$ cat src/rtl/iwd_pkg.sv
// Constants shared by the isolated input module watchdog and port logic.
// Assumes a single 20 MHz module clock and a plain register port.
`default_nettype none

package iwd_pkg;

    // Module clock
    localparam int CLK_FREQ_MHZ = 20;

    // Register offsets (byte addresses)
    localparam logic [7:0] ADDR_CTRL     = 8'h00;
    localparam logic [7:0] ADDR_WDT_STAT = 8'h04;
    localparam logic [7:0] ADDR_DEBOUNCE = 8'h08;
    localparam logic [7:0] ADDR_IRQ_EN   = 8'h0C;
    localparam logic [7:0] ADDR_STATUS   = 8'h10;
    localparam logic [7:0] ADDR_MASK     = 8'h14;
    localparam logic [7:0] ADDR_PORT01   = 8'h18;
    localparam logic [7:0] ADDR_PORT23   = 8'h1C;
    localparam logic [7:0] ADDR_PORT0    = 8'h20;
    localparam logic [7:0] ADDR_PORT1    = 8'h24;
    localparam logic [7:0] ADDR_PORT2    = 8'h28;
    localparam logic [7:0] ADDR_PORT3    = 8'h2C;
    localparam logic [7:0] ADDR_DAV      = 8'h30;

    // Control register fields
    localparam int CTRL_WDT_EN  = 0;
    localparam int CTRL_CLK_EXT = 1;
    localparam int CTRL_SOFT_RST = 2;

    // Status / mask fields
    localparam int STAT_WDT    = 0;
    localparam int STAT_DAV_LO = 1;
    localparam int STAT_W      = 5;

    // Interrupt enable fields
    localparam int IEN_DAV_LO  = 0;
    localparam int IEN_EDGE_LO = 4;

    // Ports
    localparam int NUM_PORTS  = 4;
    localparam int PORT_W     = 16;
    localparam int NUM_CHAN   = NUM_PORTS * PORT_W;

    // Debounce setting in units of 100 ns; reset value is 18.0 us
    localparam logic [15:0] DEBOUNCE_RST = 16'h00B4;

    // Internal sample clock: 1 MHz
    localparam int SAMPLE_FREQ_MHZ = 1;
    localparam int SAMPLE_CYCLES   = CLK_FREQ_MHZ / SAMPLE_FREQ_MHZ;

    // Watchdog prescaler tick and timeouts
    localparam int WDT_TICK_US     = 1000;
    localparam int WDT_TICK_CYCLES = WDT_TICK_US * CLK_FREQ_MHZ;
    localparam int WDT_T_SHORT_MS  = 150;
    localparam int WDT_T_MID_MS    = 600;
    localparam int WDT_T_LONG_MS   = 1200;
    localparam int US_PER_MS       = 1000;
    localparam logic [15:0] WDT_TICKS_SHORT =
        16'(WDT_T_SHORT_MS * US_PER_MS / WDT_TICK_US);
    localparam logic [15:0] WDT_TICKS_MID =
        16'(WDT_T_MID_MS * US_PER_MS / WDT_TICK_US);
    localparam logic [15:0] WDT_TICKS_LONG =
        16'(WDT_T_LONG_MS * US_PER_MS / WDT_TICK_US);

    // Strap code {strap_b, strap_a}, 1 = jumper fitted
    localparam logic [1:0] STRAP_NONE = 2'h0;
    localparam logic [1:0] STRAP_A    = 2'h1;
    localparam logic [1:0] STRAP_B    = 2'h2;

endpackage : iwd_pkg

`default_nettype wire

$ cat src/rtl/iwd_wdt_if.sv
// Signals between the register block and the watchdog counter.
// Assumes both ends run on the module clock.
`default_nettype none

interface iwd_wdt_if;
    logic        enable;
    logic        kick;
    logic [1:0]  strap;
    logic [15:0] count;
    logic        expired;

    modport ctl (output enable, output kick, output strap,
                 input count, input expired);
    modport wdt (input enable, input kick, input strap,
                 output count, output expired);
endinterface : iwd_wdt_if

`default_nettype wire

$ cat src/rtl/iwd_watchdog.sv
// Watchdog counter with a millisecond prescaler and strap-selected limit.
// Assumes the strap code is already synchronised to the module clock.
`default_nettype none

module iwd_watchdog
    import iwd_pkg::*;
#(
    parameter int TICK_CYCLES = WDT_TICK_CYCLES
)(
    input  wire logic i_clk_sys,
    input  wire logic i_rst_n,
    iwd_wdt_if.wdt    wdt
);

    function automatic logic [15:0] limit_of(input logic [1:0] code);
        logic [15:0] lim;
        lim = WDT_TICKS_LONG;
        unique case (code)
            STRAP_NONE: lim = WDT_TICKS_MID;
            STRAP_A:    lim = WDT_TICKS_SHORT;
            STRAP_B:    lim = WDT_TICKS_LONG;
            default:    lim = WDT_TICKS_LONG;
        endcase
        return lim;
    endfunction : limit_of

    logic [15:0] pre_cnt;
    logic [15:0] tick_cnt;
    logic        en_d;

    wire         restart   = wdt.kick | (wdt.enable & ~en_d);
    wire         tick      = (pre_cnt == 16'(TICK_CYCLES - 1));
    wire  [15:0] limit     = limit_of(wdt.strap);
    wire         at_limit  = (tick_cnt >= limit);

    assign wdt.count   = tick_cnt;
    assign wdt.expired = wdt.enable & at_limit;

    always_ff @(posedge i_clk_sys or negedge i_rst_n)
    begin
        if (!i_rst_n)
        begin
            pre_cnt  <= 16'h0000;
            tick_cnt <= 16'h0000;
            en_d     <= 1'b0;
        end
        else
        begin
            en_d <= wdt.enable;
            if (restart || !wdt.enable)
            begin
                pre_cnt  <= 16'h0000;
                tick_cnt <= 16'h0000;
            end
            else if (tick)
            begin
                pre_cnt <= 16'h0000;
                if (!at_limit)
                    tick_cnt <= tick_cnt + 16'h0001;
            end
            else
                pre_cnt <= pre_cnt + 16'h0001;
        end
    end

endmodule : iwd_watchdog

`default_nettype wire

$ cat src/rtl/iwd_top.sv
// Watchdog, port read-back, capture markers and interrupts of a 64-channel
// isolated input module. Assumes comparators outside deliver one logic
// level per channel, and a host on a plain strobe register port.
`default_nettype none

module iwd_top
    import iwd_pkg::*;
#(
    parameter int WDT_TICK_CYC = WDT_TICK_CYCLES
)(
    input  wire logic                 i_clk_sys,
    input  wire logic                 i_rst_n,
    input  wire logic [7:0]           i_addr,
    input  wire logic [31:0]          i_wdata,
    input  wire logic                 i_wr,
    input  wire logic                 i_rd,
    output logic      [31:0]          o_rdata,
    input  wire logic                 i_timeout_strap_a,
    input  wire logic                 i_timeout_strap_b,
    input  wire logic [NUM_CHAN-1:0]  i_chan_level,
    input  wire logic                 i_port0_capture_trigger_n,
    input  wire logic                 i_port1_capture_trigger_n,
    input  wire logic                 i_port2_capture_trigger_n,
    input  wire logic                 i_port3_capture_trigger_n,
    output logic                      o_port0_data_avail_n,
    output logic                      o_port1_data_avail_n,
    output logic                      o_port2_data_avail_n,
    output logic                      o_port3_data_avail_n,
    output logic                      o_port0_event_irq_n,
    output logic                      o_port1_event_irq_n,
    output logic                      o_port2_event_irq_n,
    output logic                      o_port3_event_irq_n,
    output logic                      o_sysreset_n,
    output logic                      o_sysreset_oe,
    output logic                      o_irq
);

    // Pin synchronisers
    logic [NUM_CHAN-1:0]  chan_s1;
    logic [NUM_CHAN-1:0]  chan_s2;
    logic [1:0]           strap_s1;
    logic [1:0]           strap_s2;
    logic [NUM_PORTS-1:0] trig_s1;
    logic [NUM_PORTS-1:0] trig_s2;
    logic [NUM_PORTS-1:0] trig_d;

    // Registers
    logic                 wdt_en;
    logic                 clk_ext;
    logic [15:0]          debounce;
    logic [3:0]           dav_ien;
    logic [3:0]           edge_ien;
    logic [STAT_W-1:0]    status;
    logic [STAT_W-1:0]    mask;
    logic [NUM_PORTS-1:0] data_available_event;
    logic                 wdt_fired;
    logic [4:0]           samp_cnt;

    iwd_wdt_if wdt_bus ();

    iwd_watchdog #(
        .TICK_CYCLES (WDT_TICK_CYC)
    ) u_wdt (
        .i_clk_sys (i_clk_sys),
        .i_rst_n   (i_rst_n),
        .wdt       (wdt_bus.wdt)
    );

    // Port hit: its own word or the paired 32-bit word
    function automatic logic port_hit(input logic [7:0] a,
                                      input logic [7:0] single,
                                      input logic [7:0] pair);
        return (a == single) | (a == pair);
    endfunction : port_hit

    // Address decode
    wire wr_ctrl   = i_wr & (i_addr == ADDR_CTRL);
    wire wr_deb    = i_wr & (i_addr == ADDR_DEBOUNCE);
    wire wr_ien    = i_wr & (i_addr == ADDR_IRQ_EN);
    wire wr_status = i_wr & (i_addr == ADDR_STATUS);
    wire wr_mask   = i_wr & (i_addr == ADDR_MASK);
    wire rd_wdt    = i_rd & (i_addr == ADDR_WDT_STAT);
    wire soft_rst  = wr_ctrl & i_wdata[CTRL_SOFT_RST];

    // Reads of port data clear that port's marker
    wire [NUM_PORTS-1:0] rd_port;
    assign rd_port[0] = i_rd & port_hit(i_addr, ADDR_PORT0, ADDR_PORT01);
    assign rd_port[1] = i_rd & port_hit(i_addr, ADDR_PORT1, ADDR_PORT01);
    assign rd_port[2] = i_rd & port_hit(i_addr, ADDR_PORT2, ADDR_PORT23);
    assign rd_port[3] = i_rd & port_hit(i_addr, ADDR_PORT3, ADDR_PORT23);

    // Capture events
    wire [NUM_PORTS-1:0] trig_fall = trig_d & ~trig_s2;
    wire                 samp_tick = (samp_cnt == 5'(SAMPLE_CYCLES - 1));
    wire                 to_ext    = wr_ctrl & i_wdata[CTRL_CLK_EXT]
                                   & ~clk_ext;
    wire [NUM_PORTS-1:0] cap_ev    = clk_ext ? trig_fall
                                   : {NUM_PORTS{samp_tick}};
    wire [NUM_PORTS-1:0] dav_clr   = rd_port | {NUM_PORTS{to_ext}};
    wire [NUM_PORTS-1:0] cap_keep  = cap_ev & ~{NUM_PORTS{to_ext}};

    // Watchdog hookup
    assign wdt_bus.enable = wdt_en;
    assign wdt_bus.kick   = rd_wdt;
    assign wdt_bus.strap  = strap_s2;

    // Interrupt events
    wire wdt_rise = wdt_bus.expired & ~wdt_fired;
    // A set in the cycle of its clear wins
    wire [STAT_W-1:0] stat_set = {cap_keep, wdt_rise};
    wire [STAT_W-1:0] stat_clr = wr_status ? i_wdata[STAT_W-1:0]
                                           : {STAT_W{1'b0}};

    // Port words
    wire [PORT_W-1:0] port_word [NUM_PORTS];
    genvar g;
    generate
        for (g = 0; g < NUM_PORTS; g++)
        begin : g_port
            assign port_word[g] = chan_s2[g*PORT_W +: PORT_W];
        end
    endgenerate

    wire [NUM_PORTS-1:0] port_irq = data_available_event & dav_ien;

    // Read mux
    logic [31:0] next_rdata;
    always_comb
    begin
        next_rdata = 32'h0000_0000;
        unique case (i_addr)
            ADDR_CTRL:     next_rdata = {30'h0000_0000, clk_ext, wdt_en};
            ADDR_WDT_STAT: next_rdata = {wdt_bus.count, 12'h000,
                                         strap_s2, wdt_bus.expired, wdt_en};
            ADDR_DEBOUNCE: next_rdata = {16'h0000, debounce};
            ADDR_IRQ_EN:   next_rdata = {24'h00_0000, edge_ien, dav_ien};
            ADDR_STATUS:   next_rdata = {27'h000_0000, status};
            ADDR_MASK:     next_rdata = {27'h000_0000, mask};
            ADDR_PORT01:   next_rdata = {port_word[1], port_word[0]};
            ADDR_PORT23:   next_rdata = {port_word[3], port_word[2]};
            ADDR_PORT0:    next_rdata = {16'h0000, port_word[0]};
            ADDR_PORT1:    next_rdata = {16'h0000, port_word[1]};
            ADDR_PORT2:    next_rdata = {16'h0000, port_word[2]};
            ADDR_PORT3:    next_rdata = {16'h0000, port_word[3]};
            ADDR_DAV:      next_rdata = {28'h000_0000, data_available_event};
            default:       next_rdata = 32'h0000_0000;
        endcase
    end

    // Synchronisers
    always_ff @(posedge i_clk_sys or negedge i_rst_n)
    begin
        if (!i_rst_n)
        begin
            chan_s1  <= '0;
            chan_s2  <= '0;
            strap_s1 <= 2'h0;
            strap_s2 <= 2'h0;
            trig_s1  <= 4'hF;
            trig_s2  <= 4'hF;
            trig_d   <= 4'hF;
        end
        else
        begin
            chan_s1  <= i_chan_level;
            chan_s2  <= chan_s1;
            strap_s1 <= {i_timeout_strap_b, i_timeout_strap_a};
            strap_s2 <= strap_s1;
            trig_s1  <= {i_port3_capture_trigger_n,
                         i_port2_capture_trigger_n,
                         i_port1_capture_trigger_n,
                         i_port0_capture_trigger_n};
            trig_s2  <= trig_s1;
            trig_d   <= trig_s2;
        end
    end

    // Configuration registers
    always_ff @(posedge i_clk_sys or negedge i_rst_n)
    begin
        if (!i_rst_n)
        begin
            wdt_en   <= 1'b0;
            clk_ext  <= 1'b0;
            debounce <= DEBOUNCE_RST;
            dav_ien  <= 4'h0;
            edge_ien <= 4'h0;
            mask     <= '0;
        end
        else if (soft_rst)
        begin
            wdt_en   <= 1'b0;
            clk_ext  <= 1'b0;
            debounce <= DEBOUNCE_RST;
            dav_ien  <= 4'h0;
            edge_ien <= 4'h0;
        end
        else
        begin
            if (wr_ctrl)
            begin
                wdt_en  <= i_wdata[CTRL_WDT_EN];
                clk_ext <= i_wdata[CTRL_CLK_EXT];
            end
            if (wr_deb)
                debounce <= i_wdata[15:0];
            if (wr_ien)
            begin
                dav_ien  <= i_wdata[IEN_DAV_LO +: NUM_PORTS];
                edge_ien <= i_wdata[IEN_EDGE_LO +: NUM_PORTS];
            end
            if (wr_mask)
                mask <= i_wdata[STAT_W-1:0];
        end
    end

    // Markers and sticky status
    always_ff @(posedge i_clk_sys or negedge i_rst_n)
    begin
        if (!i_rst_n)
        begin
            data_available_event       <= 4'h0;
            status    <= '0;
            wdt_fired <= 1'b0;
        end
        else
        begin
            // Capture that coincides with a read clear is kept; one in the cycle of the switch to external is dropped
            data_available_event       <= (data_available_event & ~dav_clr) | cap_keep;
            status    <= (status & ~stat_clr) | stat_set;
            wdt_fired <= wdt_bus.expired;
        end
    end

    // Sample clock divider, one pulse per microsecond
    always_ff @(posedge i_clk_sys or negedge i_rst_n)
    begin
        if (!i_rst_n)
            samp_cnt <= 5'h00;
        else
            samp_cnt <= samp_tick ? 5'h00 : samp_cnt + 5'h01;
    end

    // Read data stands only in the cycle after the strobe
    always_ff @(posedge i_clk_sys or negedge i_rst_n)
    begin
        if (!i_rst_n)
            o_rdata <= 32'h0000_0000;
        else
            o_rdata <= i_rd ? next_rdata : 32'h0000_0000;
    end

    // Outputs
    always_ff @(posedge i_clk_sys or negedge i_rst_n)
    begin
        if (!i_rst_n)
        begin
            o_sysreset_n         <= 1'b1;
            o_sysreset_oe        <= 1'b0;
            o_irq                <= 1'b0;
            o_port0_data_avail_n <= 1'b1;
            o_port1_data_avail_n <= 1'b1;
            o_port2_data_avail_n <= 1'b1;
            o_port3_data_avail_n <= 1'b1;
            o_port0_event_irq_n  <= 1'b1;
            o_port1_event_irq_n  <= 1'b1;
            o_port2_event_irq_n  <= 1'b1;
            o_port3_event_irq_n  <= 1'b1;
        end
        else
        begin
            o_sysreset_n         <= ~wdt_bus.expired;
            o_sysreset_oe        <= wdt_bus.expired;
            o_irq                <= |(status & mask);
            o_port0_data_avail_n <= ~data_available_event[0];
            o_port1_data_avail_n <= ~data_available_event[1];
            o_port2_data_avail_n <= ~data_available_event[2];
            o_port3_data_avail_n <= ~data_available_event[3];
            o_port0_event_irq_n  <= ~port_irq[0];
            o_port1_event_irq_n  <= ~port_irq[1];
            o_port2_event_irq_n  <= ~port_irq[2];
            o_port3_event_irq_n  <= ~port_irq[3];
        end
    end

endmodule : iwd_top

`default_nettype wire

$ cat config.mk
export PLATFORM = sky130hd
export DESIGN_NAME = iwd_top
export DESIGN_NICKNAME = d
export VERILOG_FILES = /design/src/rtl/iwd_pkg.sv /design/src/rtl/iwd_wdt_if.sv /design/src/rtl/iwd_watchdog.sv /design/src/rtl/iwd_top.sv
export SDC_FILE = /design/constraint.sdc
export NUM_CORES = 1
export LEC_CHECK = 0
export ABC_AREA = 1
export BUFFER_PORTS_ARGS = -buffer_cell sky130_fd_sc_hd__buf_2
export CORE_MARGIN = 2
export CORE_UTILIZATION = 61
export CTS_CLUSTER_SIZE = 24
export DETAILED_ROUTE_END_ITERATION = 8
export PLACE_DENSITY_LB_ADDON = 0.12
export SLEW_MARGIN = 10
export SYNTH_ARGS = -nofsm -noshare
export SYNTH_HDL_FRONTEND = slang
export SYNTH_SLANG_ARGS = --single-unit
export TNS_END_PERCENT = 1
$ cat constraint.sdc
create_clock -name i_clk_sys -period 3.19 [get_ports i_clk_sys]
set_input_delay 0.319 -clock i_clk_sys [delete_from_list [all_inputs] [get_ports i_clk_sys]]
set_output_delay 0.319 -clock i_clk_sys [all_outputs]
set_load 0.05 [all_outputs]
==> reports/qor.csv, run 1 <==
stage;metric;value;unit
detailed_routing;drt-vias-per-instance;5.29;
detailed_routing;routed_wirelength;26.1;mm
layout;design_area;12900;µm²
outcome;status;complete, no violations;
sta;finalSetupViolCount;0;
worst_hold_path;hp-class;input pin to flop;
yosys;synth_area_per_cell;10.1;µm²
worst_setup_path;crit_required;3660;ps
worst_setup_path;critPathKind;flop to flop;
sta;min_period_over_period;72.1;%
die;die_x;134;µm
yosys;synthFlopType;dfrtp_1;
cts;cts_max_level;1;
die;start_util;62.0;%
worst_setup_path;path_max_fanout;15;
worst_setup_path;reg2reg_from;strap_s2[1]$_DFF_PN0_;
layout;regArea;6660;µm²
global_route;grt_usage;30.2;%
yosys;ys_ff_latch;265;
die;coreArea;16500;µm²
cts;cts-root-buf;clkbuf_16;
job;maxCapViolations;0;
worst_setup_path;r2r_setup_slack;890;ps
cts;cts_tree;yes;
yosys;yosysWarnings;0;
cts;clk_latency;530;ps
cts;cts_sinks;265;
worst_setup_path;path_cells;nor2_1 -> inv_1 -> ha_1 -> a21oi_1 -> nor2_1 -> nor3_2 -> nand3_2 -> nand2_2 -> nand2_1 -> nand2_1;
yosys;synth_enable_flop_cells;0;
placement;gp_congestion;0.934;
yosys;synthArstFlopShare;100;%
global_route;grt_pass1_vias;7969;
placement;placed_area;11200;µm²
detailed_routing;drc;0;
detailed_routing;drtPass1Iterations;6;
cts;clk_pin_slew_worst_paths;60;ps
sta;rsz0062_at_grt;no;
worst_setup_path;crit_path_end;u_wdt.wdt.count[10]$_DFFE_PN0P_;
sta;max-slew-margin-rel;56.4;%
cts;cts_resized;0;
yosys;synth.distinct_cells;43;
detailed_routing;antenna_left;0;
die;die_area;17800;µm²
worst_setup_path;worstSetupStartpoint;strap_s2[1]$_DFF_PN0_;
layout;synthToLayoutAreaGrowth;25.8;%
layout;layout-drive-gt1-share;21.1;%
cts;post_cts_buffers;0;
worst_setup_path;critPathBufInv;1;
die;ios;157;
sta;fin_skew;8.17;ps
global_route;grt-ovfl-total;0;
worst_setup_path;rr_worst_depth;10;
sta;drv_slew;0;
power;power_density;568;nW/µm²
worst_setup_path;crit_path_top_delay_cell;dfrtp_1;
worst_setup_path;endpoint_kind;flop;
yosys;mappedNetlistNets;1136;
layout;fin_nets;1367;
yosys;yosysSeqAreaShare;65.0;%
die;die_y;134;µm
cts;clockBufferDepth;3;
layout;fillerInstances;1056;
detailed_routing;wl_per_cell;17.6;µm
worst_setup_path;r2r_end;u_wdt.wdt.count[10]$_DFFE_PN0P_;
worst_setup_path;slowest_delay;400;ps
sta;hold_viol;0;
sta;tightest_slew;654;ps
sta;fin_crit;2300;ps
power;total_power;7.32;mW
die;rows;47;
yosys;syn_inst;1011;
worst_setup_path;cp_num_cells;10;
global_route;grt_start_max_net_pins;86;
worst_setup_path;cp_top_family;simple AND/OR/NAND/NOR gates;
layout;diodes;0;
detailed_routing;drtIter0Drc;591;
global_route;antenna_found_initial;0;
cts;cts_buffers;27;
layout;utilization;78.0;%
worst_setup_path;cp.arrival;2770;ps
sta;tns;0;ps
power;p_leak;6.33;nW
worst_setup_path;critical_path.startpoint_type;flop;
sta;max_freq;435;MHz
placement;dp_hpwl;16.2;mm
global_route;grt_pass1_wl;41.3;mm
placement;port_buffers;140;
detailed_routing;via_count;7851;
yosys;synth_area;10200;µm²
power;vdd_drop_max;0.460;mV
layout;multi_input_area;3060;µm²
[stage by stage]
step,hold WS (ps),std cells,worst slack (ps)
after detailed placement,335,1362,922
after floorplan,23.4,1011,1430
after CTS,24.6,1483,909
after global routing,28.1,1483,713
after global placement,332,1362,975
final,31.5,1483,891
[sequential cells by signal, summed over array words and instances, names as in the netlist, 4 cells and up]
register	cells
chan_s1	64
chan_s2	64
o_rdata	32
debounce	16
u_wdt.pre_cnt	16
u_wdt.wdt.count	16
mask	5
samp_cnt	5
status	5
data_available_event	4
dav_ien	4
edge_ien	4
trig_d	4
trig_s1	4
trig_s2	4
[worst min-delay path by stage]
stage	startpoint	end	slack [ps]	cells after the start
global route	i_wdata[11]	debounce[11]$_DFFE_PN0P_	30	3
floorplan	i_rst_n	chan_s1[0]$_DFF_PN0_	20	0
detailed placement	chan_s1[23]$_DFF_PN0_	chan_s2[23]$_DFF_PN0_	330	0
CTS	i_wdata[11]	debounce[11]$_DFFE_PN0P_	20	3
global placement	chan_s1[14]$_DFF_PN0_	chan_s2[14]$_DFF_PN0_	330	0
finish	i_wdata[10]	debounce[10]$_DFFE_PN0P_	30	3
[report_power, final]
| part | internal [mW] | leakage [nW] | total (mW) | switching, mW |
|---|---|---|---|---|
| Clock | 2.05 | 0.476 | 3.38 | 1.33 |
| Combinational | 0.150 | 2.61 | 0.379 | 0.229 |
| Sequential | 3.51 | 3.24 | 3.56 | 0.0580 |
[layout make-up]
type | instances | share of cell area, %
sequential | 265 | 51.7
tap | 220 | 2.14
clock inverter | 12 | 1.20
clock buffer | 38 | 6.36
inverter | 106 | 3.11
multi-input combinational | 623 | 23.8
timing repair buffer | 219 | 11.7
[logic make-up after synthesis]
group                    share of synthesized area [%]
AND/OR/NAND/NOR                                   21.2
flip-flops                                        65.0
buffers and inverters                             5.06
AO/OA/AOI/OAI                                     6.22
XOR/XNOR                                          1.11
adder cells (fa/ha/maj)                           1.34
[tightest hold or removal path: cells and delay by family]
kind,cells,cell delay (ps)
and+or+nand+nor,2,130
buffers and inverters,1,80
[synth_stat cells (9+ instances only)]
cell | number | share of area [%]
o211ai_1 | 9 | 0.66
nand4_1 | 12 | 0.73
a21oi_1 | 29 | 1.4
ha_1 | 11 | 1.3
nand2_1 | 245 | 9.0
o21ai_0 | 56 | 2.7
nand3_1 | 52 | 2.5
inv_1 | 97 | 3.6
dfstp_2 | 25 | 6.4
nor2_1 | 117 | 4.3
nor3_1 | 21 | 1.0
dfrtp_1 | 240 | 59
xor2_1 | 12 | 1.0
[repair_timing]
| action | in CTS | in global routing |
|---|---|---|
| endpoints found under the setup margin | 0 | 0 |
| endpoints found under the hold margin | 137 | 0 |
| hold buffers | 71 | 0 |
[cells in the final DEF, fill, tap and decap left out, drive strengths merged, types with 2 or more instances in the layout]
cell         count
nor4             2
o21ai           60
dfrtp          240
clkinvlp         2
o31ai            2
clkinv           5
dfstp           25
ha              11
xor2            12
a31oi            2
inv            108
nor2           130
clkbuf          38
buf            148
dlygate4sd3     71
nand3           53
o221ai           2
nor3b            4
o211ai           9
bufinv           3
nand2          259
a21oi           30
o22ai            3
nand4           12
nor3            25
[metal layers]
layer  track usage [%]  share of wire (%)  up-vias
li1                  -                  -     3684
met1              39.7                 40     3806
met2              52.1                 50      306
met3              5.10                6.7       55
met4              9.46                2.7        0
met5                 0                  0        -
No activity file was read; power rests on OpenSTA's default activity.
==> inputs of run 2 (changes only) <==
Settings changed: CORE_UTILIZATION 61 to 51.
Clock period 3.19 ns to 2.1 ns, I/O delays scaled along.
==> run 2 against run 1 <==
Via count is essentially flat. Worst setup slack got worse by 710 ps. Sequential cell count is the same. Register-to-register slack worse by 710 ps. Count of clock-buffer cells in the layout fell by 2. First-iteration DRC count up 1.2%. Combinational power grew 60%. Routed wire length rose by 0.69%. Clock skew increased by 0.91 ps. Hold slack worse by 10 ps. Non-clock buffer count up 33. Critical endpoint is now u_wdt.wdt.count[2]$_DFFE_PN0P_. Highest routed layer unchanged.
==> reports/qor.csv, run 2 (synthesis results as in run 1) <==
stage;metric;value;unit;change
cts;post_cts_buffers;0;;unchanged
layout;layout_commonest_cell;nand2_1;;
global_route;use_met1;33.8;%;-5.8 points
cts;cts_tree;yes;;
sta;hold_viol;0;;unchanged
sta;finalSetupViolCount;0;;unchanged
global_route;busiest_layer;met2;;
die;die_area;21200;µm²;+19%
cts;cts_sinks;265;;unchanged
layout;reg_top3;chan_s1: 64 flops, chan_s2: 64 flops, o_rdata: 32 flops;;
layout;multi_input_area;3080;µm²;+0.49%
layout;diodes;0;;unchanged
worst_setup_path;cp.arrival;2340;ps;-430 ps
worst_setup_path;cp_common_cell;nand2_1;;
placement;port_buffers;140;;unchanged
sta;max-slew-margin-rel;68.6;%;+12 points
worst_setup_path;path_max_fanout;7;;-8
detailed_routing;antenna_left;0;;unchanged
detailed_routing;drc;0;;unchanged
global_route;grt_start_max_net_pins;55;;-36%
worst_setup_path;crit_path_top_delay_cell;dfrtp_1;;
cts;clockBufferDepth;3;;unchanged
global_route;grt_use_met2;42.2;%;-10 points
worst_setup_path;r2r_setup_slack;180;ps;-710 ps
layout;layout-drive-gt1-share;22.3;%;+1.2 points
power;power_density;839;nW/µm²;+48%
sta;drv_slew;0;;unchanged
sta;tightest_slew;467;ps;-187 ps
sta;fin_skew;9.08;ps;+0.907 ps
cts;clk_latency;530;ps;about the same
detailed_routing;drt-vias-per-instance;5.04;;-4.9%
layout;final_cell_mix;nand2_1 (244), dfrtp_1 (240), buf_2 (139), nor2_1 (115), inv_1 (97);;
die;coreArea;19600;µm²;+19%
worst_setup_path;cp_top_family;simple AND/OR/NAND/NOR gates;;
die;ios;157;;unchanged
detailed_routing;drtPass1Iterations;5;;-1
power;vdd_drop_max;0.691;mV;+50%
layout;fin_nets;1400;;+2.4%
sta;fin_crit;1920;ps;-376 ps
power;p_leak;6.50;nW;+2.7%
worst_setup_path;endpoint_kind;flop;;
global_route;grt_usage;25.1;%;-5.1 points
die;die_y;146;µm;+9.1%
detailed_routing;routed_wirelength;26.3;mm;+0.69%
worst_setup_path;critPathKind;flop to flop;;
cts;clk_pin_slew_worst_paths;60;ps;about the same
die;die_x;146;µm;+9.1%
global_route;grt_pass1_vias;7984;;+0.19%
cts;cts_max_level;1;;unchanged
placement;gp_congestion;0.910;;-2.6%
cts;cts-root-buf;clkbuf_16;;
worst_setup_path;critical_path.startpoint_type;flop;;
sta;max_freq;520;MHz;+20%
detailed_routing;drtIter0Drc;598;;+1.2%
cts;cts_buffers;27;;unchanged
die;rows;51;;+8.5%
outcome;status;complete, no violations;;
layout;synthToLayoutAreaGrowth;29.4;%;
worst_setup_path;slowest_delay;400;ps;about the same
global_route;grt_pass1_wl;42.0;mm;+1.5%
worst_setup_path;path_cells;nor2_2 -> inv_1 -> ha_1 -> nand2_1 -> nor2_2 -> nand3_1 -> nand3_1 -> nand2_2 -> nand3_4 -> nand2_2 -> buf_4 -> nand2_1 -> nand2_1;;
sta;min_period_over_period;91.6;%;+20 points
die;start_util;52.3;%;-9.7 points
detailed_routing;via_count;7856;;+0.064%
job;maxCapViolations;0;;unchanged
layout;stdcell_count;1560;;+5.2%
global_route;grtUsageMet3;4.01;%;-1.1 points
layout;fillerInstances;1462;;+38%
global_route;antenna_found_initial;0;;unchanged
layout;regArea;6660;µm²;unchanged
worst_setup_path;critPathBufInv;2;;+1
placement;dp_hpwl;17.7;mm;+9.5%
sta;worst_hold_slack;21.5;ps;-10.1 ps
worst_hold_path;hp-class;input pin to flop;;
detailed_routing;wl_per_cell;16.8;µm;-4.3%
worst_setup_path;crit_required;2520;ps;-1140 ps
global_route;grt-ovfl-total;0;;unchanged
placement;dp_cells;1428;;+4.8%
## run 2: cell count changes in the layout (fill, tap and decap cells not counted), moves of 2 or more
cell / delta
nor2_2: +2
nor2_1: -2
bufinv_16: +2
dlygate4sd3_1: +12
clkbuf_16: -2
clkinv_2: +2
buf_4: +18
buf_12: +3
## run 2: layout make-up
class                           instances  share of cell area [%]
Inverter                              106                    3.02
Multi-Input combinational cell        623                    23.2
Tap cell                              265                    2.50
Timing Repair Buffer                  252                    13.7
Clock inverter                         13                    1.51
Sequential cell                       265                    50.3
Clock buffer                           36                    5.73
## run 2: worst reg2reg max path: cells and delay by family, from the launching register on
kind	cells	cell delay, ps
simple gates	10	900
flops	1	400
fa+ha+maj	1	280
buf+inv	2	260
## run 2: timing repair
item | CTS | global route
gates resized for setup | 0 | 4
hold buffers | 83 | 0
endpoints found under the setup margin | 0 | 17
hold endpoints to repair | 326 | 0
## run 2: worst paths after layout
| check | from | to | depth (start not counted) |
|---|---|---|---|
| min in group asynchronous | i_rst_n | u_wdt.wdt.count[0]$_DFFE_PN0P_ | 2 |
| max reg2reg | strap_s2[1]$_DFF_PN0_ | u_wdt.wdt.count[2]$_DFFE_PN0P_ | 13 |
| min | i_wdata[3] | dav_ien[3]$_DFFE_PN0P_ | 3 |
| max | strap_s2[1]$_DFF_PN0_ | u_wdt.wdt.count[2]$_DFFE_PN0P_ | 13 |
| max in group asynchronous | i_rst_n | trig_s1[2]$_DFF_PN1_ | 3 |
| min reg2reg | chan_s1[33]$_DFF_PN0_ | chan_s2[33]$_DFF_PN0_ | 0 |
## run 2: per-layer routing
layer	vias up	part of all wire, %
li1	3752	-
met1	3777	42
met2	276	49
met3	51	5.7
met4	0	2.9
met5	-	0
## run 2: power by group
part	switching [mW]	internal, mW	total (mW)
logic	0.351	0.254	0.605
registers	0.0889	5.33	5.42
clock network	1.95	3.15	5.10
## run 2: metrics by stage
step           worst slack (ps)  utilization [%]  total power, mW  TNS (ps)  cell area (µm²)
5_1_grt                   -3.49             67.7             11.5     -4.77            13300
4_1_cts                     117             67.6             11.2         0            13200
3_3_place_gp                192             58.4             5.98         0            11400
3_5_place_dp                160             58.4             5.98         0            11400
6_report                    177             67.7             11.1         0            13300
2_1_floorplan               336                -             5.66         0            10200
==> inputs of run 3 (changes only) <==
Settings changed: MAX_ROUTING_LAYER from default to met4, SYNTH_HIERARCHICAL from default to 1.
==> run 3 against run 2 <==
Worst setup slack lost 160 ps. Global-route usage grew 0.11 points. First-iteration DRC count grew 6.9%. Non-clock buffer count grew 12.
==> reports/qor.csv, run 3 <==
stage;metric;value;unit;change
outcome;status;complete, no violations;;
detailed_routing;antenna_left;0;;unchanged
detailed_routing;drtPass1Iterations;6;;+1
layout;design_area;13600;µm²;+2.5%
sta;finalSetupViolCount;0;;unchanged
yosys;syn_inst;1052;;+4.1%
sta;max_freq;479;MHz;-7.8%
layout;reg_top3;chan_s1: 64 flops, chan_s2: 64 flops, o_rdata: 32 flops;;
yosys;yosys.area.top_type;dfrtp_1;;
sta;worst_hold_slack;42.3;ps;+20.8 ps
detailed_routing;routed_wirelength;25.7;mm;-1.9%
cts;cts_sinks;265;;unchanged
worst_setup_path;critPathKind;flop to flop;;
die;rows;52;;+2.0%
global_route;grt_usage;25.2;%;+0.11 points
die;die_y;147;µm;+0.84%
worst_hold_path;min_from;i_wdata[2];;
sta;tns;0;ps;unchanged
yosys;yosysWarnings;6;;+6
layout;layout_commonest_cell;nand2_1;;
yosys;synth_commonest_cells;nand2_1 (286), dfrtp_1 (240), nand3_1 (110);;
power;total_power;11.3;mW;+1.4%
worst_setup_path;path_max_fanout;2;;-5
cts;cts-root-buf;clkbuf_16;;
worst_setup_path;crit_required;2530;ps;about the same
yosys;synth_area_per_cell;9.91;µm²;-2.2%
job;maxCapViolations;0;;unchanged
layout;fillerInstances;1538;;+5.2%
cts;clockBufferDepth;3;;unchanged
yosys;synth_area_leaders;dfrtp_1 (58%), nand2_1 (10%), dfstp_2 (6.3%);;
yosys;synthFlopType;dfrtp_1;;
detailed_routing;drc;0;;unchanged
worst_setup_path;endpoint_kind;flop;;
sta;drv_slew;0;;unchanged
yosys;ys_ff_latch;265;;unchanged
yosys;synthArstFlopShare;100;%;unchanged
global_route;antenna_found_initial;1;;+1
power;p_leak;6.80;nW;+4.7%
yosys;synth_area;10400;µm²;+1.7%
placement;port_buffers;140;;unchanged
placement;placed_area;11600;µm²;+1.3%
yosys;synth_enable_flop_cells;0;;unchanged
sta;max-slew-margin-rel;59.1;%;-9.5 points
detailed_routing;drtIter0Drc;639;;+6.9%
yosys;synth.distinct_cells;42;;-2.3%
die;coreArea;20200;µm²;+3.0%
detailed_routing;drt-vias-per-instance;4.99;;-0.85%
die;die_area;21600;µm²;+1.7%
power;vdd_drop_max;0.839;mV;+21%
global_route;grt_start_max_net_pins;63;;+15%
worst_setup_path;reg2reg_from;strap_s2[1]$_DFF_PN0_;;
cts;clk_latency;540;ps;about the same
die;start_util;51.7;%;-0.62 points
global_route;grt_pass1_wl;41.9;mm;-0.13%
sta;min_period_over_period;99.4;%;+7.8 points
cts;cts_buffers;27;;unchanged
sta;setup_ws;13.6;ps;-163 ps
worst_hold_path;hp-class;input pin to flop;;
power;power_density;830;nW/µm²;-1.0%
global_route;grt-ovfl-total;0;;unchanged
yosys;synth_most_common_cell;nand2_1;;
sta;fin_skew;12.0;ps;+2.97 ps
die;ios;157;;unchanged
cts;cts_tree;yes;;
worst_setup_path;worstSetupStartpoint;strap_s2[1]$_DFF_PN0_;;
detailed_routing;via_count;8049;;+2.5%
sta;tightest_slew;609;ps;+142 ps
yosys;yosysSeqAreaShare;63.9;%;-1.1 points
yosys;mappedNetlistNets;1177;;+3.6%
sta;rsz0062_at_grt;yes;;
cts;cts_max_level;1;;unchanged
global_route;grt_pass1_vias;8108;;+1.6%
layout;final_cell_mix;nand2_1 (279), dfrtp_1 (240), buf_2 (139), nand3_1 (110), inv_1 (97);;
layout;layout-drive-gt1-share;24.3;%;+2.0 points
layout;synthToLayoutAreaGrowth;30.3;%;
cts;clk_pin_slew_worst_paths;60;ps;about the same
yosys;synth_top_area_share;57.6;%;-1.0 points
placement;place_ws;-57.4;ps;-217 ps
sta;hold_viol;0;;unchanged
layout;fin_nets;1446;;+3.3%
worst_setup_path;critical_path.startpoint_type;flop;;
worst_setup_path;cp.arrival;2520;ps;+180 ps
detailed_routing;wl_per_cell;16.0;µm;-5.1%
placement;gp_congestion;0.938;;+3.0%
sta;fin_crit;2090;ps;+163 ps
placement;dp_hpwl;17.3;mm;-2.4%
die;die_x;147;µm;+0.84%
## run 3: final timing paths
kind | to | slack (ps) | depth (start not counted)
min in group asynchronous | chan_s2[34]$_DFF_PN0_ | 200 | 2
setup reg to reg | o_rdata[1]$_DFF_PN0_ | 10 | 17
setup / recovery | o_rdata[1]$_DFF_PN0_ | 10 | 17
max in group asynchronous | trig_s2[0]$_DFF_PN1_ | 1200 | 3
hold / removal | debounce[2]$_DFFE_PN1P_ | 40 | 3
hold reg to reg | chan_s2[12]$_DFF_PN0_ | 350 | 0
## run 3: layout make-up
cell class | count | area [µm²] | share of cell area (%)
tap | 270 | 338 | 2.49
sequential | 265 | 6660 | 49.1
timing repair buffer | 264 | 1890 | 13.9
antenna | 1 | 2.50 | 0.0184
multi-input combinational | 650 | 3270 | 24.1
clock inverter | 12 | 208 | 1.53
clock buffer | 37 | 783 | 5.77
inverter | 113 | 427 | 3.14
## run 3: power by group
group	internal (mW)	switching, mW	leakage [nW]
Sequential	5.33	0.0942	3.22
Combinational	0.272	0.372	3.11
Clock	3.23	1.97	0.479
Total	8.84	2.44	6.80
## run 3: what timing repair did
item,CTS,global route
endpoints found under the setup margin,1,11
endpoints found under the hold margin,143,0
pin swaps,0,9
setup buffers,0,3
gates resized for setup,6,15
hold buffers,86,0
cloned,0,0
## run 3: through the flow
step                instances  util (%)
finish                   1612      67.3
global route             1612      67.3
CTS                      1608      66.8
detailed placement       1473      57.5
global placement         1473      57.5
floorplan                1052         -
## run 3: worst max-delay path, stage by stage, from the launching register on
cell and delay [ps]:
dfrtp_1 380, nor2_2 160, buf_4 140, ha_4 200
nand2_1 70, nand2_1 80, a21oi_2 130, nand2_1 90
nand2_2 80, nand3_2 110, nand2_1 80, inv_1 50
nand3_1 70, nand2_1 50, nor2_1 80, nand2_1 60
nor2_1 100, nor2_1 40
## run 3: kinds of logic after synthesis
family / synth area share [%]
DFF: 63.9
xor gates and xnor gates: 0.672
adders and majority gates: 1.32
and+or+nand+nor: 24.0
buffers and inverters: 5.75
AOI/OAI and AO/OA: 4.36
## run 3: routing by layer
metal / up-vias / part of all wire [%] / GRT usage [%]
li1: 3873 / - / -
met1: 3864 / 45 / 35.5
met2: 263 / 47 / 39.6
met3: 49 / 5.6 / 3.63
met4: 0 / 2.2 / 5.96
met5: - / 0 / -
